## config.mk

```make
export PLATFORM = sky130hd
export DESIGN_NAME = siu_store_unit
export DESIGN_NICKNAME = d
export VERILOG_FILES = /design/src/core/siu_pkg.sv /design/src/core/siu_store_unit.sv
export VERILOG_INCLUDE_DIRS = /design/src /design/src/core
export SDC_FILE = /design/constraint.sdc
export NUM_CORES = 1
export LEC_CHECK = 0
export ABC_AREA = 1
export BUFFER_PORTS_ARGS = -buffer_cell sky130_fd_sc_hd__buf_2
export CAP_MARGIN = 20
export CORE_UTILIZATION = 25
export CTS_BUF_LIST = sky130_fd_sc_hd__clkbuf_16
export CTS_CLUSTER_DIAMETER = 200
export DETAILED_ROUTE_END_ITERATION = 6
export GPL_TIMING_DRIVEN = 0
export SETUP_SLACK_MARGIN = 0.1
export SKIP_CTS_REPAIR_TIMING = 1
export SYNTH_ARGS = -nofsm -noshare
export SYNTH_HDL_FRONTEND = slang
export SYNTH_SLANG_ARGS = --single-unit
export TNS_END_PERCENT = 30
```

## constraint.sdc

```tcl
create_clock -name clk -period 5.8 [get_ports clk]
set_input_delay 1.16 -clock clk [delete_from_list [all_inputs] [get_ports clk]]
set_output_delay 1.16 -clock clk [all_outputs]
set_load 0.05 [all_outputs]
```

## src/core/siu_defs.svh

```systemverilog
// constant definitions for the store instruction unit
`ifndef SIU_DEFS_SVH
`define SIU_DEFS_SVH

// instruction fields, bit 31 is the msb of the word
`define SIU_OP_HI      31
`define SIU_OP_LO      26
`define SIU_SRC_HI     25
`define SIU_SRC_LO     21
`define SIU_BASE_HI    20
`define SIU_BASE_LO    16
`define SIU_IDX_HI     15
`define SIU_IDX_LO     11
`define SIU_XO_HI      10
`define SIU_XO_LO      1
`define SIU_DISP_HI    15
`define SIU_DISP_LO    0

// primary opcodes
`define SIU_OP_EXT     6'h1f
`define SIU_OP_STFS    6'h34
`define SIU_OP_STFSU   6'h35
`define SIU_OP_STFD    6'h36
`define SIU_OP_STFDU   6'h37
`define SIU_OP_STH     6'h2c
`define SIU_OP_STHU    6'h2d

// extended opcodes under primary 31
`define SIU_XO_STBUX   10'h0f7
`define SIU_XO_STBX    10'h0d7
`define SIU_XO_STFDUX  10'h2f7
`define SIU_XO_STFDX   10'h2d7
`define SIU_XO_STFIWX  10'h3d7
`define SIU_XO_STFSUX  10'h2b7
`define SIU_XO_STFSX   10'h297
`define SIU_XO_STHBRX  10'h396

// memory access sizes in bytes
`define SIU_SZ_1       4'h1
`define SIU_SZ_2       4'h2
`define SIU_SZ_4       4'h4
`define SIU_SZ_8       4'h8

// double to single conversion
`define SIU_EXP_HI     62
`define SIU_EXP_LO     52
`define SIU_EXP_DENORM 11'h380
`define SIU_EXP_DN_ONE 11'h381
`define SIU_EXP_MIN_DN 11'h36a

`endif

```

## src/core/siu_pkg.sv

```systemverilog
// types shared by the store instruction unit
package siu_pkg;

    typedef enum logic [4:0] {
        ST_IDLE = 5'h01,
        ST_READ = 5'h02,
        ST_EXEC = 5'h04,
        ST_MEM  = 5'h08,
        ST_WB   = 5'h10
    } siu_state_t;

    typedef enum logic [2:0] {
        SRC_GPR_BYTE = 3'h0,
        SRC_GPR_HALF = 3'h1,
        SRC_GPR_HREV = 3'h2,
        SRC_FPR_DBL  = 3'h3,
        SRC_FPR_SGL  = 3'h4,
        SRC_FPR_INT  = 3'h5
    } siu_src_t;

endpackage

```

## src/core/siu_store_unit.sv

```systemverilog
// store instruction unit: decode, address, data and write-back
// Notes on behaviour
// - byte store update indexed: base plus index, low byte, address to base
// - byte store indexed: base or zero plus index, low byte, no update
// - update form with base field zero is invalid; flagged, nothing stored
// - double float store: base or zero plus displacement, 8 bytes
// - double float store with update: base plus displacement, update base
// - double float store update indexed: base plus index, 8 bytes, update
// - primary 31, extended 727: double float store indexed, 8 bytes
// - extended 983: low 32 float bits stored unconverted, indexed address
// - single float store: converted word at base or zero plus displacement
// - single float store with update: base plus displacement, update base
// - extended 695: single conversion, base plus index, update base
// - single float store indexed: converted word, no register update
// - half store: low 16 source bits at base or zero plus displacement
// - byte-reversed half store: low source byte lands at lower address
// - half store with update: signed displacement added, base updated
`timescale 1ns/1ps
`include "siu_defs.svh"

module siu_store_unit (
    // clock, reset, enable
    input  wire logic        clk,
    input  wire logic        rst,
    input  wire logic        ce,
    // instruction in
    input  wire logic        instr_valid,
    input  wire logic [31:0] instr,
    output logic             instr_ready_q,
    output logic             illegal_q,
    // register file read ports, data one cycle after address
    output logic [4:0]       src_gpr_q,
    output logic [4:0]       base_gpr_q,
    output logic [4:0]       index_gpr_q,
    output logic [4:0]       source_fpr_q,
    input  wire logic [31:0] src_gpr_data,
    input  wire logic [31:0] base_gpr_data,
    input  wire logic [31:0] index_gpr_data,
    input  wire logic [63:0] source_fpr_data,
    // memory write port
    output logic             mem_req_q,
    output logic [31:0]      mem_addr_q,
    output logic [3:0]       mem_size_q,
    output logic [63:0]      mem_data_q,
    input  wire logic        mem_ack,
    // base register write-back
    output logic             wb_en_q,
    output logic [4:0]       wb_gpr_q,
    output logic [31:0]      wb_data_q
);

    // ****************************************************************
    // decode of the incoming word
    // ****************************************************************
    logic             dec_ok;
    logic             dec_upd;
    logic             dec_idx;
    logic [3:0]       dec_size;
    siu_pkg::siu_src_t dec_src;
    logic [5:0]       op;
    logic [9:0]       xo;

    assign op = instr[`SIU_OP_HI:`SIU_OP_LO];
    assign xo = instr[`SIU_XO_HI:`SIU_XO_LO];

    always_comb begin
        dec_ok   = 1'b1;
        dec_upd  = 1'b0;
        dec_idx  = 1'b0;
        dec_size = `SIU_SZ_4;
        dec_src  = siu_pkg::SRC_FPR_SGL;
        case (op)
            `SIU_OP_EXT: begin
                dec_idx = 1'b1;
                case (xo)
                    `SIU_XO_STBUX: begin
                        dec_upd  = 1'b1;
                        dec_size = `SIU_SZ_1;
                        dec_src  = siu_pkg::SRC_GPR_BYTE;
                    end
                    `SIU_XO_STBX: begin
                        dec_size = `SIU_SZ_1;
                        dec_src  = siu_pkg::SRC_GPR_BYTE;
                    end
                    `SIU_XO_STFDUX: begin
                        dec_upd  = 1'b1;
                        dec_size = `SIU_SZ_8;
                        dec_src  = siu_pkg::SRC_FPR_DBL;
                    end
                    `SIU_XO_STFDX: begin
                        dec_size = `SIU_SZ_8;
                        dec_src  = siu_pkg::SRC_FPR_DBL;
                    end
                    `SIU_XO_STFIWX: begin
                        dec_src  = siu_pkg::SRC_FPR_INT;
                    end
                    `SIU_XO_STFSUX: begin
                        dec_upd  = 1'b1;
                    end
                    `SIU_XO_STFSX: begin
                        dec_upd  = 1'b0;
                    end
                    `SIU_XO_STHBRX: begin
                        dec_size = `SIU_SZ_2;
                        dec_src  = siu_pkg::SRC_GPR_HREV;
                    end
                    default: dec_ok = 1'b0;
                endcase
            end
            `SIU_OP_STFD: begin
                dec_size = `SIU_SZ_8;
                dec_src  = siu_pkg::SRC_FPR_DBL;
            end
            `SIU_OP_STFDU: begin
                dec_upd  = 1'b1;
                dec_size = `SIU_SZ_8;
                dec_src  = siu_pkg::SRC_FPR_DBL;
            end
            `SIU_OP_STFS: begin
                dec_upd  = 1'b0;
            end
            `SIU_OP_STFSU: begin
                dec_upd  = 1'b1;
            end
            `SIU_OP_STH: begin
                dec_size = `SIU_SZ_2;
                dec_src  = siu_pkg::SRC_GPR_HALF;
            end
            `SIU_OP_STHU: begin
                dec_upd  = 1'b1;
                dec_size = `SIU_SZ_2;
                dec_src  = siu_pkg::SRC_GPR_HALF;
            end
            default: dec_ok = 1'b0;
        endcase
    end

    // ****************************************************************
    // single precision conversion of the float source
    // ****************************************************************
    logic [31:0] sgl_word;
    logic [10:0] fexp;
    logic [10:0] dn_shift;
    logic [23:0] dn_frac;

    assign fexp = source_fpr_data[`SIU_EXP_HI:`SIU_EXP_LO];

    // exponents below the single normal range denormalise, below that
    // the word is forced to signed zero, except exponent zero which takes the field select; rounding is truncation here
    always_comb begin
        dn_shift = `SIU_EXP_DN_ONE - fexp;
        dn_frac  = {1'b1, source_fpr_data[51:29]} >> dn_shift;
        if (fexp > `SIU_EXP_DENORM || fexp == 11'h000) begin
            sgl_word = {source_fpr_data[63:62],
                        source_fpr_data[58:29]};
        end else if (fexp < `SIU_EXP_MIN_DN) begin
            sgl_word = {source_fpr_data[63], 31'h00000000};
        end else begin
            sgl_word = {source_fpr_data[63], 8'h00, dn_frac[22:0]};
        end
    end

    // ****************************************************************
    // sequencing state
    // ****************************************************************
    siu_pkg::siu_state_t state_q;
    siu_pkg::siu_state_t state_d;
    logic [31:0]         disp_q;
    logic [31:0]         disp_d;
    logic                upd_q;
    logic                upd_d;
    logic                idx_q;
    logic                idx_d;
    logic [3:0]          size_q;
    logic [3:0]          size_d;
    siu_pkg::siu_src_t   src_q;
    siu_pkg::siu_src_t   src_d;
    logic                ready_d;
    logic                illegal_d;
    logic [4:0]          srcg_d;
    logic [4:0]          base_d;
    logic [4:0]          index_d;
    logic [4:0]          srcf_d;
    logic                req_d;
    logic [31:0]         addr_d;
    logic [3:0]          msize_d;
    logic [63:0]         mdata_d;
    logic                wb_en_d;
    logic [4:0]          wb_gpr_d;
    logic [31:0]         wb_data_d;
    logic [31:0]         base_val;
    logic [31:0]         ea;
    logic [63:0]         data_sel;

    // base field zero reads as literal zero for non-update forms
    always_comb begin
        base_val = (base_gpr_q == 5'h00) ? 32'h00000000
                                         : base_gpr_data;
        ea = base_val + (idx_q ? index_gpr_data : disp_q);
        case (src_q)
            siu_pkg::SRC_GPR_BYTE:
                data_sel = {56'h0, src_gpr_data[7:0]};
            siu_pkg::SRC_GPR_HALF:
                data_sel = {48'h0, src_gpr_data[15:0]};
            siu_pkg::SRC_GPR_HREV:
                data_sel = {48'h0, src_gpr_data[7:0],
                            src_gpr_data[15:8]};
            siu_pkg::SRC_FPR_DBL:
                data_sel = source_fpr_data;
            siu_pkg::SRC_FPR_INT:
                data_sel = {32'h0, source_fpr_data[31:0]};
            siu_pkg::SRC_FPR_SGL:
                data_sel = {32'h0, sgl_word};
            default:
                data_sel = 64'h0;
        endcase
    end

    always_comb begin
        state_d   = state_q;
        disp_d    = disp_q;
        upd_d     = upd_q;
        idx_d     = idx_q;
        size_d    = size_q;
        src_d     = src_q;
        ready_d   = instr_ready_q;
        illegal_d = 1'b0;
        srcg_d    = src_gpr_q;
        base_d    = base_gpr_q;
        index_d   = index_gpr_q;
        srcf_d    = source_fpr_q;
        req_d     = mem_req_q;
        addr_d    = mem_addr_q;
        msize_d   = mem_size_q;
        mdata_d   = mem_data_q;
        wb_en_d   = 1'b0;
        wb_gpr_d  = wb_gpr_q;
        wb_data_d = wb_data_q;
        case (state_q)
            siu_pkg::ST_IDLE: begin
                if (instr_valid) begin
                    if (!dec_ok || (dec_upd &&
                        instr[`SIU_BASE_HI:`SIU_BASE_LO] == 5'h00)) begin
                        illegal_d = 1'b1;
                    end else begin
                        ready_d = 1'b0;
                        state_d = siu_pkg::ST_READ;
                        upd_d   = dec_upd;
                        idx_d   = dec_idx;
                        size_d  = dec_size;
                        src_d   = dec_src;
                        disp_d  = {{16{instr[`SIU_DISP_HI]}},
                            instr[`SIU_DISP_HI:`SIU_DISP_LO]};
                        srcg_d  = instr[`SIU_SRC_HI:`SIU_SRC_LO];
                        srcf_d  = instr[`SIU_SRC_HI:`SIU_SRC_LO];
                        base_d  = instr[`SIU_BASE_HI:`SIU_BASE_LO];
                        index_d = instr[`SIU_IDX_HI:`SIU_IDX_LO];
                    end
                end
            end
            siu_pkg::ST_READ: begin
                state_d = siu_pkg::ST_EXEC;
            end
            siu_pkg::ST_EXEC: begin
                req_d    = 1'b1;
                addr_d   = ea;
                msize_d  = size_q;
                mdata_d  = data_sel;
                wb_gpr_d = base_gpr_q;
                wb_data_d = ea;
                state_d  = siu_pkg::ST_MEM;
            end
            siu_pkg::ST_MEM: begin
                if (mem_ack) begin
                    req_d   = 1'b0;
                    state_d = siu_pkg::ST_WB;
                    wb_en_d = upd_q;
                end
            end
            siu_pkg::ST_WB: begin
                ready_d = 1'b1;
                state_d = siu_pkg::ST_IDLE;
            end
            default: begin
                ready_d = 1'b1;
                req_d   = 1'b0;
                state_d = siu_pkg::ST_IDLE;
            end
        endcase
    end

    always_ff @(posedge clk or posedge rst) begin
        if (rst) begin
            state_q       <= siu_pkg::ST_IDLE;
            disp_q        <= 32'h00000000;
            upd_q         <= 1'b0;
            idx_q         <= 1'b0;
            size_q        <= `SIU_SZ_1;
            src_q         <= siu_pkg::SRC_GPR_BYTE;
            instr_ready_q <= 1'b1;
            illegal_q     <= 1'b0;
            src_gpr_q     <= 5'h00;
            base_gpr_q    <= 5'h00;
            index_gpr_q   <= 5'h00;
            source_fpr_q  <= 5'h00;
            mem_req_q     <= 1'b0;
            mem_addr_q    <= 32'h00000000;
            mem_size_q    <= `SIU_SZ_1;
            mem_data_q    <= 64'h0;
            wb_en_q       <= 1'b0;
            wb_gpr_q      <= 5'h00;
            wb_data_q     <= 32'h00000000;
        end else if (ce) begin
            state_q       <= state_d;
            disp_q        <= disp_d;
            upd_q         <= upd_d;
            idx_q         <= idx_d;
            size_q        <= size_d;
            src_q         <= src_d;
            instr_ready_q <= ready_d;
            illegal_q     <= illegal_d;
            src_gpr_q     <= srcg_d;
            base_gpr_q    <= base_d;
            index_gpr_q   <= index_d;
            source_fpr_q  <= srcf_d;
            mem_req_q     <= req_d;
            mem_addr_q    <= addr_d;
            mem_size_q    <= msize_d;
            mem_data_q    <= mdata_d;
            wb_en_q       <= wb_en_d;
            wb_gpr_q      <= wb_gpr_d;
            wb_data_q     <= wb_data_d;
        end
    end

endmodule

```

==> impl_metrics.ini <==
[flow_run]
maxCapViolCount = 0

[critical_path]
path_class = in -> reg
cp.arrival_ps = 4850
rrSetupSlack_ps = 1800
crit_fanout = 11
cp-end-kind = flop
start_kind = primary input
critPathTopFamily = buffers and inverters
crit_chain = buf_6, inv_4, clkbuf_1, ha_1, xnor2_1, clkinv_1, clkbuf_1, nand3_1, nand3_1, o21ai_0, a21oi_1, o21ai_0
cp.required_ps = 6170
path_buf_inv = 5
slowest_stage = xnor2_1
max_stage_delay_ps = 900

[power_and_ir_drop]
power_switching_mw = 3.95
clock_power_share_pct = 15.8
p_int_mw = 3.24
p_per_area_nw_per_um2 = 522
p_leak_nw = 7.61
p_total_mw = 7.19
pwr-share-seq_pct = 23.9
pwr-share-comb_pct = 60.3
vdd_ir_drop_max_mv = 0.318
swShare_pct = 54.9

[global_route]
grt_pass1_vias = 11800
grt_max_degree = 91
grt-ovfl-total = 0
grt_pass1_wl_mm = 69.8
antenna_found_initial = 1
track_usage_pct = 21.0

[routing]
via_per_inst = 4.87
firstDrtPassIters = 6
post_drt_wl_per_cell_um = 18.4
drc = 0
ant_nets = 0
routed_wl_mm = 46.0
drt-initial-drc-count = 930
dr_total_vias = 12100

[die]
ios = 358
initial_core_util_pct = 25.5
rows = 75
die_area_um2 = 43900
die_height_um = 210
die_w_um = 210
core_um2 = 42200

[cts]
cts_made_buffers = 17
clk_path_buf_depth = 2
htree_levels = 4
clock_latency_ps = 470
cts_tree = done
path_clk_slew_ps = 70
cts.sinks = 149
cts-root-buf = clkbuf_16

[sta]
post-route-period-util_pct = 77.3
hold_violations = 0
rsz0062_at_grt = no
finClkSkew_ps = 19.1
slew_headroom_pct = 24.2
tightest_slew_ps = 1130
whs_ps = 474
fin_ws_ps = 1320
fin_setup_tns_ps = 0
setup_viol = 0
drv_slew = 0
fin_crit_ps = 4480
fmax_mhz = 223

[placed_design]
gp_congestion = 0.941
dpl.hpwl_mm = 37.2
post-place-cells = 2460
dpl_cell_area_um2 = 13200
portBuffers = 340
place_ws_ps = 1040

[yosys]
synth_area_um2 = 10800
syn_avg_cell_area_um2 = 6.82
yosys_warnings = 0
ys.flop_type = dfrtp_1
syn_nets = 1811
async_flop_share_pct = 100
ys_seq_area_share_pct = 34.6
synth_cells = 1580
ys_seq_elements = 149
synth_edf_count = 0
yosysUniqueCellTypes = 58

[cells_and_area]
finalNetCount = 2172
syn_to_final_growth_pct = 27.8
finalNonFillerCells = 2494
drive_above_1_share_pct = 24.1
final_util_pct = 32.6
design_area_um2 = 13800

[outcome]
status = completed

[worst_hold_path]
min_path_type = reg -> reg
[worst paths after layout]
path	startpoint	to	depth (start not counted)
setup reg to reg	base_gpr_q[0]$_DFFE_PP0P_	wb_data_q[25]$_DFFE_PP0P_	18
hold / removal	mem_data_q[40]$_DFFE_PP0P_	mem_data_q[40]$_DFFE_PP0P_	2
hold reg to reg	mem_data_q[40]$_DFFE_PP0P_	mem_data_q[40]$_DFFE_PP0P_	2
max in group asynchronous	rst	mem_data_q[57]$_DFFE_PP0P_	3
min in group asynchronous	rst	wb_en_q$_DFFE_PP0P_	2
setup / recovery	source_fpr_data[53]	mem_data_q[14]$_DFFE_PP0P_	12
[placed cells by master (no fill, tap or decap), types with 5 or more instances in the layout]
cell       instances
nand4_1           12
nand2_1          509
clkbuf_16         17
ha_1              33
o31ai_1           32
nor4_1             5
buf_2            352
mux2_2             8
xor2_1             7
clkbuf_1          45
o21ai_1           19
nand3_1          133
nor3_1            12
a32oi_1            7
o21ai_0          108
dfrtp_1          145
a21o_1             6
inv_1            174
a221oi_1          15
clkinv_1           6
buf_4             43
xnor2_1           16
or2_2              6
nor2_1            80
a21oi_1           76
[logic make-up (layout without fill, tap and decap cells)]
| group | Yosys count | in the layout | share of synthesized area [%] |
|---|---|---|---|
| buf+inv | 290 | 664 | 12.0 |
| flops | 149 | 149 | 34.6 |
| compound gates | 300 | 300 | 16.6 |
| simple gates | 776 | 776 | 30.1 |
| fa+ha+maj | 34 | 34 | 4.02 |
| other cells | 0 | 1 | 0 |
| mux | 8 | 8 | 0.836 |
| xor+xnor | 23 | 23 | 1.87 |
[final cells by class]
cell class / count / area [um^2]
diodes: 1 / 2.50
plain buffers: 107 / 602
clock buffers: 17 / 425
clock inverters: 15 / 146
fillers: 4692 / 28500
inverters: 183 / 697
multi-input cells: 1141 / 5750
flip-flops and latches: 149 / 3730
well taps: 539 / 674
repair buffers: 342 / 1740
[synthesized netlist by cell type (5+ instances only)]
cell	n	area [um^2]
clkinv_1	5	18.8
or2_2	6	37.5
o21ai_0	108	541
nor2_1	80	300
inv_1	175	657
nor4_1	5	31.3
xor2_1	7	61.3
nand4_1	12	75.1
nor3_1	12	60.1
a32oi_1	7	61.3
dfrtp_1	145	3630
nand2_1	509	1910
nand3_1	133	666
buf_4	43	323
clkbuf_1	45	169
a21o_1	6	45.0
mux2_2	8	90.1
o21ai_1	19	95.1
buf_2	12	60.1
o31ai_1	32	240
ha_1	33	413
xnor2_1	16	140
a21oi_1	76	380
a221oi_1	15	131
[worst register-to-register path, stage by stage, from the launching register on]
cell and delay, ps:
dfrtp_1 410, nor3_1 230, nand3_1 360, clkbuf_1 340, nand2_1 120, inv_1 50, ha_1 340, nand3_1 100
nand3_1 110, a21oi_1 230, o21ai_1 160, a21oi_1 320, o21ai_2 140, a21boi_0 320, o21ai_1 190, nand2_1 100
nand2_1 70, xnor2_1 150, o21ai_0 90
[state kept, by name (all words and copies together), names as in the netlist]
signal / flops
disp_q: 11
mem_data_q: 64
idx_q: 1
wb_data_q: 32
wb_en_q: 1
source_fpr_q: 5
illegal_q: 1
wb_gpr_q: 5
state_q: 5
mem_size_q: 4
index_gpr_q: 5
src_q: 3
instr_ready_q: 1
mem_req_q: 1
base_gpr_q: 5
size_q: 4
upd_q: 1
[power groups by stage]
stage | logic [mW] | registers [mW] | clock network, mW
CTS | 4.35 | 1.72 | 1.16
finish | 4.34 | 1.72 | 1.13
global route | 4.67 | 1.77 | 1.21
detailed placement | 4.34 | 1.73 | 0
floorplan | 2.19 | 2.73 | 0
global placement | 4.32 | 1.73 | 0
[metal layers]
layer,routed length (um),up-vias,part of all wire [%],track usage (%)
met5,0,-,0,0
met4,1250,0,2.7,7.50
met3,2960,64,6.4,3.80
met2,21300,461,46,34.8
met1,20500,5729,45,27.4
li1,-,5886,-,-
(Power assumes the default switching activity.)
